**config.mk**
```make
export PLATFORM = sky130hd
export DESIGN_NAME = boot_mode_select_loader
export DESIGN_NICKNAME = d
export VERILOG_FILES = /design/src/verilog/boot_loader_pkg.sv /design/src/verilog/boot_mode_select_loader.sv /design/src/verilog/word_fifo.sv
export VERILOG_INCLUDE_DIRS = /design/src /design/src/verilog
export SDC_FILE = /design/constraint.sdc
export NUM_CORES = 2
export LEC_CHECK = 0
export ABC_CLOCK_PERIOD_IN_PS = 5950
export BUFFER_PORTS_ARGS = -buffer_cell sky130_fd_sc_hd__buf_2
export CAP_MARGIN = 5
export CORE_MARGIN = 3
export CORE_UTILIZATION = 56
export CTS_CLUSTER_SIZE = 20
export DETAILED_ROUTE_END_ITERATION = 8
export GPL_TIMING_DRIVEN = 0
export PLACE_DENSITY = 0.79
export SKIP_LAST_GASP = 1
export SYNTH_ARGS = -nofsm -noshare
export SYNTH_HDL_FRONTEND = slang
export SYNTH_SLANG_ARGS = --single-unit
```
**constraint.sdc**
```tcl
create_clock -name sys_clk_in -period 5.95 [get_ports sys_clk_in]
set_clock_uncertainty 0.15 [all_clocks]
set_input_delay 1.19 -clock sys_clk_in [delete_from_list [all_inputs] [get_ports sys_clk_in]]
set_output_delay 1.19 -clock sys_clk_in [all_outputs]
set_load 0.05 [all_outputs]
```
**src/verilog/boot_loader_cfg.svh**
```systemverilog
// Purpose: constants of the boot mode select loader
// Assumes: 40 MHz core clock
// Notes:   word counts and addresses of the boot load
`ifndef BOOT_LOADER_CFG_SVH
`define BOOT_LOADER_CFG_SVH
`define KERNEL_WORDS      9'h100
`define EPROM_BYTES_WORD  3'h6
`define HOST_HALVES_WORD  3'h3
`define LINK_NIBS_WORD    4'hc
`define SPI_BYTES_WORD    3'h6
`define KERNEL_BASE       20'h40000
`define IRQ_VECTOR        20'h40050
`define EPROM_BASE        24'h800000
`define FIFO_DEPTH        32
`define FIFO_AW           5
`endif

```
**src/verilog/boot_loader_pkg.sv**
```systemverilog
// Purpose: types of the boot mode select loader
// Assumes: nothing
// Notes:   source channels follow the decoded mode
package boot_loader_pkg;
    typedef enum logic [2:0] {
        MODE_EPROM,
        MODE_HOST,
        MODE_LINK,
        MODE_SPI,
        MODE_NOBOOT
    } boot_mode_t;
    typedef enum logic [2:0] {
        ST_STRAP,
        ST_LOAD,
        ST_DRAIN,
        ST_DONE,
        ST_EXT_RUN
    } load_state_t;
endpackage : boot_loader_pkg

```
**src/verilog/boot_mode_select_loader.sv**
```systemverilog
// Purpose: power-up boot mode decode and 256-word kernel load
// Assumes: straps and stream inputs synchronous to sys_clk_in
// Notes:   one fifo of 48-bit words between packer and memory writer
// Function
// - decode eprom, host, link, spi or no-boot from three strap pins
// - eprom mode packs bytes from an 8-bit wide external memory
// - eprom mode drives boot_mem_select as the memory chip select
// - only the current bus master drives boot_mem_select
// - host mode accepts 8- or 16-bit words from the host
// - link mode collects 4-bit nibbles into link receive buffer 4
// - spi mode moves serial_rx_buffer bytes to memory by channel 8
// - no-boot mode loads nothing and runs from external memory
// - after reset arm the mode's channel for 256 instruction words
// - at zero counts stop, interrupt, release select, vector
`timescale 1ns/10ps
`include "boot_loader_cfg.svh"
module boot_mode_select_loader (
    input  wire logic        sys_clk_in,
    input  wire logic        rst_in,
    input  wire logic        eprom_boot_sel_in,
    input  wire logic        link_boot_sel_in,
    input  wire logic        boot_mem_select_in,
    output logic             boot_mem_select_out,
    output logic             boot_mem_select_oe_out,
    input  wire logic        bus_master_in,
    output logic [23:0]      ext_addr_out,
    output logic             ext_rd_out,
    input  wire logic        ext_ack_in,
    input  wire logic [7:0]  ext_data_in,
    input  wire logic        host_valid_in,
    input  wire logic        host_wide_in,
    input  wire logic [15:0] host_data_in,
    output logic             host_ready_out,
    input  wire logic        link_valid_in,
    input  wire logic [3:0]  link_data_in,
    output logic             link_ready_out,
    input  wire logic        spi_valid_in,
    input  wire logic [7:0]  serial_rx_buffer_in,
    output logic             spi_ready_out,
    output logic             mem_we_out,
    output logic [19:0]      mem_addr_out,
    output logic [47:0]      mem_data_out,
    output logic             boot_irq_out,
    output logic             vector_out,
    output logic [19:0]      vector_addr_out,
    output logic             ext_run_out,
    output logic [2:0]       boot_mode_out
);
    boot_loader_pkg::boot_mode_t  mode_r, mode_nxt;
    boot_loader_pkg::load_state_t st_r, st_nxt;
    logic [47:0] pack_r, pack_nxt;
    logic [3:0]  part_r, part_nxt;
    logic [8:0]  icnt_r, icnt_nxt;
    logic [11:0] ecnt_r, ecnt_nxt;
    logic [23:0] addr_r, addr_nxt;
    logic        rd_r, rd_nxt, sel_r, sel_nxt, oe_r, oe_nxt;
    logic        we_r, we_nxt, irq_r, irq_nxt, run_r, run_nxt;
    logic [19:0] maddr_r, maddr_nxt;
    logic [47:0] mdata_r, mdata_nxt;
    logic        hrdy_r, hrdy_nxt, lrdy_r, lrdy_nxt, srdy_r, srdy_nxt;
    logic        f_valid, f_ready, o_valid, o_ready;
    logic [47:0] f_data, o_data;
    logic [3:0]  parts;
    logic        take;

    word_fifo #(.WIDTH(48), .DEPTH(`FIFO_DEPTH), .AW(`FIFO_AW)) word_fifo_i (
        .clk_in       (sys_clk_in),
        .rst_in       (rst_in),
        .wr_data_in   (f_data),
        .wr_valid_in  (f_valid),
        .wr_ready_out (f_ready),
        .rd_data_out  (o_data),
        .rd_valid_out (o_valid),
        .rd_ready_in  (o_ready)
    );

    always_comb begin
        mode_nxt = mode_r;
        st_nxt   = st_r;
        pack_nxt = pack_r;
        part_nxt = part_r;
        icnt_nxt = icnt_r;
        ecnt_nxt = ecnt_r;
        addr_nxt = addr_r;
        rd_nxt   = 1'b0;
        sel_nxt  = 1'b1;
        oe_nxt   = 1'b0;
        we_nxt   = 1'b0;
        irq_nxt  = 1'b0;
        run_nxt  = run_r;
        maddr_nxt = maddr_r;
        mdata_nxt = mdata_r;
        hrdy_nxt = 1'b0;
        lrdy_nxt = 1'b0;
        srdy_nxt = 1'b0;
        take     = 1'b0;
        f_valid  = 1'b0;
        f_data   = pack_r;
        o_ready  = 1'b0;
        unique case (mode_r)
            boot_loader_pkg::MODE_EPROM: parts = 4'(`EPROM_BYTES_WORD);
            boot_loader_pkg::MODE_HOST:  parts = 4'(`HOST_HALVES_WORD);
            boot_loader_pkg::MODE_LINK:  parts = `LINK_NIBS_WORD;
            default:                     parts = 4'(`SPI_BYTES_WORD);
        endcase
        unique case (st_r)
            boot_loader_pkg::ST_STRAP: begin
                // first cycle after release: straps are now stable
                if (eprom_boot_sel_in) mode_nxt = boot_loader_pkg::MODE_EPROM;
                else if (!link_boot_sel_in && boot_mem_select_in)
                    mode_nxt = boot_loader_pkg::MODE_HOST;
                else if (link_boot_sel_in && boot_mem_select_in)
                    mode_nxt = boot_loader_pkg::MODE_LINK;
                else if (link_boot_sel_in)
                    mode_nxt = boot_loader_pkg::MODE_SPI;
                else mode_nxt = boot_loader_pkg::MODE_NOBOOT;
                icnt_nxt  = `KERNEL_WORDS;
                ecnt_nxt  = 12'(`KERNEL_WORDS) * 12'(`EPROM_BYTES_WORD);
                addr_nxt  = `EPROM_BASE;
                maddr_nxt = `KERNEL_BASE;
                part_nxt  = '0;
                st_nxt = (mode_nxt == boot_loader_pkg::MODE_NOBOOT)
                         ? boot_loader_pkg::ST_EXT_RUN : boot_loader_pkg::ST_LOAD;
            end
            boot_loader_pkg::ST_LOAD: begin
                if (part_r == parts) begin
                    f_valid = 1'b1;
                    if (f_ready) begin
                        part_nxt = '0;
                        pack_nxt = '0;
                        if (icnt_r == 9'h001) st_nxt = boot_loader_pkg::ST_DRAIN;
                        icnt_nxt = icnt_r - 9'h001;
                    end
                end else begin
                    unique case (mode_r)
                        boot_loader_pkg::MODE_EPROM: begin
                            // select held only while this device masters the bus
                            oe_nxt  = bus_master_in;
                            sel_nxt = 1'b0;
                            rd_nxt  = bus_master_in && !(rd_r && ext_ack_in);
                            if (rd_r && ext_ack_in) begin
                                take     = 1'b1;
                                pack_nxt = {ext_data_in, pack_r[47:8]};
                                addr_nxt = addr_r + 24'h000001;
                                ecnt_nxt = ecnt_r - 12'h001;
                            end
                        end
                        boot_loader_pkg::MODE_HOST: begin
                            hrdy_nxt = !(hrdy_r && host_valid_in);
                            if (hrdy_r && host_valid_in) begin
                                take = 1'b1;
                                // 8-bit hosts fill the low byte, upper zero
                                pack_nxt = {host_wide_in ? host_data_in
                                            : {8'h00, host_data_in[7:0]},
                                            pack_r[47:16]};
                            end
                        end
                        boot_loader_pkg::MODE_LINK: begin
                            lrdy_nxt = !(lrdy_r && link_valid_in);
                            if (lrdy_r && link_valid_in) begin
                                take = 1'b1;
                                pack_nxt = {link_data_in, pack_r[47:4]};
                            end
                        end
                        default: begin
                            srdy_nxt = !(srdy_r && spi_valid_in);
                            if (srdy_r && spi_valid_in) begin
                                take = 1'b1;
                                pack_nxt = {serial_rx_buffer_in, pack_r[47:8]};
                            end
                        end
                    endcase
                    if (take) part_nxt = part_r + 4'h1;
                end
            end
            boot_loader_pkg::ST_DRAIN: begin
                if (!o_valid && !we_r) begin
                    irq_nxt = 1'b1;
                    st_nxt  = boot_loader_pkg::ST_DONE;
                end
            end
            boot_loader_pkg::ST_DONE: begin
            end
            boot_loader_pkg::ST_EXT_RUN: begin
                run_nxt = 1'b1;
            end
            default: st_nxt = boot_loader_pkg::ST_STRAP;
        endcase
        // memory writer drains the fifo one word per cycle
        o_ready = o_valid;
        if (o_valid) begin
            we_nxt    = 1'b1;
            mdata_nxt = o_data;
        end
        if (we_r) maddr_nxt = maddr_r + 20'h00001;
    end

    always_ff @(posedge sys_clk_in) begin
        if (rst_in) begin
            mode_r <= boot_loader_pkg::MODE_NOBOOT;
            st_r   <= boot_loader_pkg::ST_STRAP;
            pack_r <= '0;
            part_r <= '0;
            icnt_r <= '0;
            ecnt_r <= '0;
            addr_r <= '0;
            rd_r   <= 1'b0;
            sel_r  <= 1'b1;
            oe_r   <= 1'b0;
            we_r   <= 1'b0;
            irq_r  <= 1'b0;
            run_r  <= 1'b0;
            maddr_r <= '0;
            mdata_r <= '0;
            hrdy_r <= 1'b0;
            lrdy_r <= 1'b0;
            srdy_r <= 1'b0;
        end else begin
            mode_r <= mode_nxt;
            st_r   <= st_nxt;
            pack_r <= pack_nxt;
            part_r <= part_nxt;
            icnt_r <= icnt_nxt;
            ecnt_r <= ecnt_nxt;
            addr_r <= addr_nxt;
            rd_r   <= rd_nxt;
            sel_r  <= sel_nxt;
            oe_r   <= oe_nxt;
            we_r   <= we_nxt;
            irq_r  <= irq_nxt;
            run_r  <= run_nxt;
            maddr_r <= maddr_nxt;
            mdata_r <= mdata_nxt;
            hrdy_r <= hrdy_nxt;
            lrdy_r <= lrdy_nxt;
            srdy_r <= srdy_nxt;
        end
    end

    assign boot_mem_select_out    = sel_r;
    assign boot_mem_select_oe_out = oe_r;
    assign ext_addr_out    = addr_r;
    assign ext_rd_out      = rd_r;
    assign host_ready_out  = hrdy_r;
    assign link_ready_out  = lrdy_r;
    assign spi_ready_out   = srdy_r;
    assign mem_we_out      = we_r;
    assign mem_addr_out    = maddr_r;
    assign mem_data_out    = mdata_r;
    assign boot_irq_out    = irq_r;
    assign vector_out      = irq_r;
    assign vector_addr_out = `IRQ_VECTOR;
    assign ext_run_out     = run_r;
    assign boot_mode_out   = mode_r;

    a_eprom_mode_decode: assert property (@(posedge sys_clk_in) disable iff (rst_in)
        st_r == boot_loader_pkg::ST_STRAP && eprom_boot_sel_in
        |=> mode_r == boot_loader_pkg::MODE_EPROM)
        else $error("eprom strap not decoded");
    a_nonboot_decode: assert property (@(posedge sys_clk_in) disable iff (rst_in)
        st_r == boot_loader_pkg::ST_STRAP && !eprom_boot_sel_in && !link_boot_sel_in
        && !boot_mem_select_in |=> ##1 ext_run_out)
        else $error("no-boot strap not decoded");
    a_select_eprom_only: assert property (@(posedge sys_clk_in) disable iff (rst_in)
        boot_mem_select_oe_out |-> mode_r == boot_loader_pkg::MODE_EPROM && !sel_r)
        else $error("select driven outside eprom load");
    a_select_master_only: assert property (@(posedge sys_clk_in) disable iff (rst_in)
        boot_mem_select_oe_out |-> $past(bus_master_in))
        else $error("select driven without mastership");
    a_mode_held: assert property (@(posedge sys_clk_in) disable iff (rst_in)
        st_r != boot_loader_pkg::ST_STRAP |=> $stable(mode_r))
        else $error("boot mode changed after reset");
    a_nine_no_load: assert property (@(posedge sys_clk_in) disable iff (rst_in)
        mode_r == boot_loader_pkg::MODE_NOBOOT |-> !mem_we_out && !ext_rd_out)
        else $error("no-boot mode loaded data");
    a_count_armed: assert property (@(posedge sys_clk_in) disable iff (rst_in)
        st_r == boot_loader_pkg::ST_STRAP |=> icnt_r == 9'h100 && ecnt_r == 12'h600)
        else $error("boot counts not armed");
    a_done_vector: assert property (@(posedge sys_clk_in) disable iff (rst_in)
        $rose(boot_irq_out) |-> icnt_r == 9'h000
        && maddr_r == 20'h40100 && !boot_mem_select_oe_out)
        else $error("boot end without full load");
endmodule : boot_mode_select_loader

```
**src/verilog/word_fifo.sv**
```systemverilog
// Purpose: small synchronous fifo with valid and ready on both sides
// Assumes: single clock, synchronous reset
// Notes:   full and empty are exact, no bypass
`timescale 1ns/10ps
module word_fifo #(
    parameter int WIDTH = 48,
    parameter int DEPTH = 32,
    parameter int AW    = 5
) (
    input  wire logic             clk_in,
    input  wire logic             rst_in,
    input  wire logic [WIDTH-1:0] wr_data_in,
    input  wire logic             wr_valid_in,
    output logic                  wr_ready_out,
    output logic [WIDTH-1:0]      rd_data_out,
    output logic                  rd_valid_out,
    input  wire logic             rd_ready_in
);
    logic [WIDTH-1:0] mem [DEPTH];
    logic [AW:0]      wp_r;
    logic [AW:0]      rp_r;
    logic [AW:0]      wp_nxt;
    logic [AW:0]      rp_nxt;
    logic             push;
    logic             pop;

    always_comb begin
        wr_ready_out = (wp_r - rp_r) != (AW+1)'(DEPTH);
        rd_valid_out = wp_r != rp_r;
        rd_data_out  = mem[rp_r[AW-1:0]];
        push         = wr_valid_in && wr_ready_out;
        pop          = rd_valid_out && rd_ready_in;
        wp_nxt       = push ? wp_r + 1'b1 : wp_r;
        rp_nxt       = pop ? rp_r + 1'b1 : rp_r;
    end

    always_ff @(posedge clk_in) begin
        if (push) begin
            mem[wp_r[AW-1:0]] <= wr_data_in;
        end
        if (rst_in) begin
            wp_r <= '0;
            rp_r <= '0;
        end else begin
            wp_r <= wp_nxt;
            rp_r <= rp_nxt;
        end
    end
endmodule : word_fifo
```
==> metrics.txt <==
status finished clean; Worst Path Max Fanout 20; Core Util, Final 0.658; Final Setup Violations 0; Arr. time, crit path 6.11 ns; HP Class reg -> reg; Worst Setup End Kind register; Final Max Tran Viols 0; Net Sw Frac 0.238; Synth Warn # 0; via count 39000; fraction of registers with async set/reset 0; initial drt markers 6511; Die Wd 350 um; HPWL Detailed 115000 um; H-tree levels 4; layout cell share with drive strength beyond 1 0.259; Max Cap Viol 0; Top FF cell, synth edfxtp_1; GP Congestion 0.809; min cycle time layout 5.79 ns; crit-path max cell delay 0.74 ns; sequential cell area 49700 um^2; CP Launch Point word_fifo_i.rp_r[3]; achievable frequency 0.173 GHz; Worst setup SP type register; CTS tree yes; IO Count 172; Initial Utilization 0.568; CP Cell Sequence inv_2 -> buf_1 -> ha_1 -> o21ai_0 -> a21oi_1 -> a31oi_1 -> nand2_1 -> a21oi_1 -> clkbuf_1 -> nand2_1 -> nor2_4 -> buf_12; first-pass GRT wire length 277000 um; Top Family by Delay on Critical Path buffers and inverters; worst r2r dst word_fifo_i.mem[17][18]; total die area 123000 um^2; r2r setup slk 0.16 ns; GR Overflow Total 0; Slew headroom 0.0547; Pwr Total 26.3 mW; synth unique cells 72; Skew-Pair Late Insertion Delay 0.80 ns; EDFF count, synth 1536; average size of a mapped cell 19.2 um^2; initial antenna violation count 4; Max VDD drop 288 uV; Req. time, crit path 6.27 ns; Avg WL per Cell 35.6 um; P&R area growth vs syn 15.9%; share of the yosys chip area belonging to registers 0.750; post-route ant nets 0; clk buf depth 3; FP Rows 125; post-placement cell count 5213; port bufs 151; number of buffers created by CTS 166; fin cells 5576; via-per-instance ratio 7.00; Synth Instances 3449; clock sinks 1716; fin nets 3965; Setup CP Type reg -> reg; multi-input combinational cell area 15900 um^2; Crit-path slowest cell buf_1; RSZ-0062 raised after global routing no; GRT Overall Usage 0.322; fill count 7090; mapped cell area 66300 um^2; drt drc 0; Psw 6.26 mW; reg2reg path depth 12; combinational cell fraction of total power 0.101; final WL 198000 um; synthesized flop and latch total 1716; leakage 25.0 nW; Post-Place Worst Slack -1.40 ns; Tcrit/Tclk final 0.973; Worst Tran Pin Value 1.42 ns; First-pass DRT Iterations 6; CORE AREA 117000 um^2; critical path capture point word_fifo_i.mem[17][18]; CTS root buffer clkbuf_16; hold-fix buffers at CTS 0; Internal 20.1 mW; final hold vios 0; Reg power frac 0.501; Clk network pwr share 0.398; Bufs and invs on worst path 4; Die Ht 350 um; Critical R2R Launch word_fifo_i.rp_r[3]; final worst setup slack 0.159 ns; critical path depth 12; clock-pin slew on the worst setup and hold paths 0.06 ns; vias in the first global route 39000; Power Dens Cells 343 nW/um^2; pin count of the biggest net entering global routing 37
worst min-delay path by stage:
stage / cells past startpoint / end / slack, ns / start
2_1_floorplan: 2 / icnt_r[6] / 0.30 / icnt_r[6]
3_3_place_gp: 2 / mem_data_out[14] / 0.28 / mem_data_out[14]
3_5_place_dp: 2 / mem_data_out[13] / 0.29 / mem_data_out[13]
4_1_cts: 2 / mem_data_out[13] / 0.30 / mem_data_out[13]
5_1_grt: 2 / mem_data_out[15] / 0.33 / mem_data_out[15]
6_report: 2 / mem_data_out[15] / 0.29 / mem_data_out[15]
kinds of logic after synthesis:
kind of cell	count (synthesis)	share of synthesized area
buffers and inverters	230	0.0148
and+or+nand+nor	673	0.0433
adders and majority gates	16	0.00302
muxes	441	0.148
AOI/OAI and AO/OA	343	0.0369
DFF	1716	0.750
other	2	0.000113
xor gates and xnor gates	28	0.00370
stage by stage:
step           setup TNS [ns]  hold slack, ns  instance area, um^2
2_1_floorplan               0           0.304                66400
3_3_place_gp         -8181.16           0.279                69000
3_5_place_dp         -1395.05           0.287                70700
4_1_cts                     0           0.301                76500
5_1_grt                     0           0.327                76800
6_report                    0           0.295                76800
power groups by stage:
| stage | clock network [mW] | registers [mW] | logic [mW] |
|---|---|---|---|
| detailed placement | 0 | 13.5 | 2.54 |
| CTS | 10.5 | 13.2 | 2.60 |
| floorplan | 0 | 13.6 | 1.68 |
| global placement | 0 | 13.5 | 2.48 |
| finish | 10.5 | 13.2 | 2.65 |
| global route | 10.9 | 13.2 | 2.78 |
state kept, by name, summed over array words and instances, names as in the netlist, 3 cells and up:
name              count
mem_addr_out         20
word_fifo_i.wp_r      6
part_r                4
word_fifo_i.rp_r      6
icnt_r                9
ext_addr_out         24
boot_mode_out         3
f_data               48
mem_data_out         48
st_r                  3
word_fifo_i.mem    1536
tightest hold or removal path: stages, from the launching register on:
cell and delay [ns]:
dfxtp_1 0.32, nand2_1 0.05, o31ai_1 0.05
synthesized netlist by cell type (all sizes together), types with 9 or more instances:
| master | n | share of area |
|---|---|---|
| a21oi | 73 | 0.0055 |
| a22o | 41 | 0.0054 |
| and3 | 14 | 0.0013 |
| buf | 100 | 0.0075 |
| clkbuf | 111 | 0.0063 |
| dfxtp | 180 | 0.054 |
| edfxtp | 1536 | 0.70 |
| ha | 16 | 0.0030 |
| inv | 18 | 0.0010 |
| mux4 | 432 | 0.15 |
| nand2 | 98 | 0.0055 |
| nand3 | 35 | 0.0026 |
| nand4 | 11 | 0.0010 |
| nor2 | 427 | 0.024 |
| nor2b | 9 | 0.00085 |
| nor3 | 19 | 0.0015 |
| o21ai | 22 | 0.0017 |
| o22ai | 51 | 0.0048 |
| o2bb2ai | 48 | 0.0063 |
| o31ai | 50 | 0.0057 |
| or2 | 10 | 0.00094 |
| or3 | 16 | 0.0015 |
| xnor2 | 14 | 0.0018 |
| xor2 | 14 | 0.0018 |
layer usage:
layer / track usage / vias up / routed length [um]
met3: 0.0871 / 695 / 28400
met5: 0 / - / 0
met2: 0.504 / 3711 / 94600
met1: 0.421 / 19800 / 64600
met4: 0.160 / 0 / 10900
li1: - / 14900 / -
layout make-up:
type                            count  area share
Clock buffer                      227      0.0597
Sequential cell                  1716       0.647
Timing Repair Buffer              270      0.0381
Multi-Input combinational cell   1521       0.207
Inverter                           19    0.000928
Antenna cell                        4    0.000130
Buffer                            208      0.0118
Tap cell                         1524      0.0248
Clock inverter                     87      0.0102
cells in the final DEF, fill, tap and decap left out, types with 9 or more instances in the layout:
cell,instances
nor2_1,394
buf_4,48
buf_2,183
a21oi_1,73
nor2_4,32
bufinv_16,9
o31ai_1,50
nor3_1,18
edfxtp_1,1536
conb_1,20
o22ai_1,51
nor2b_1,9
xnor2_1,14
or3_1,16
clkinv_2,26
nand3_1,35
o21ai_1,9
clkbuf_1,154
inv_1,16
clkbuf_16,171
mux4_2,432
buf_1,43
o2bb2ai_1,48
ha_1,16
clkinv_1,37
clkbuf_8,10
xor2_1,14
nand4_1,11
buf_16,18
and3_1,14
dfxtp_1,174
buf_12,73
o21ai_0,13
a22o_1,41
nand2_1,98
timing repair:
| action | in CTS | in global routing |
|---|---|---|
| setup buffers | 35 | 0 |
| hold endpoints to repair | 0 | 0 |
| endpoints found under the setup margin | 1635 | 0 |
| gates resized for setup | 3 | 0 |
(Power assumes the default switching activity.)
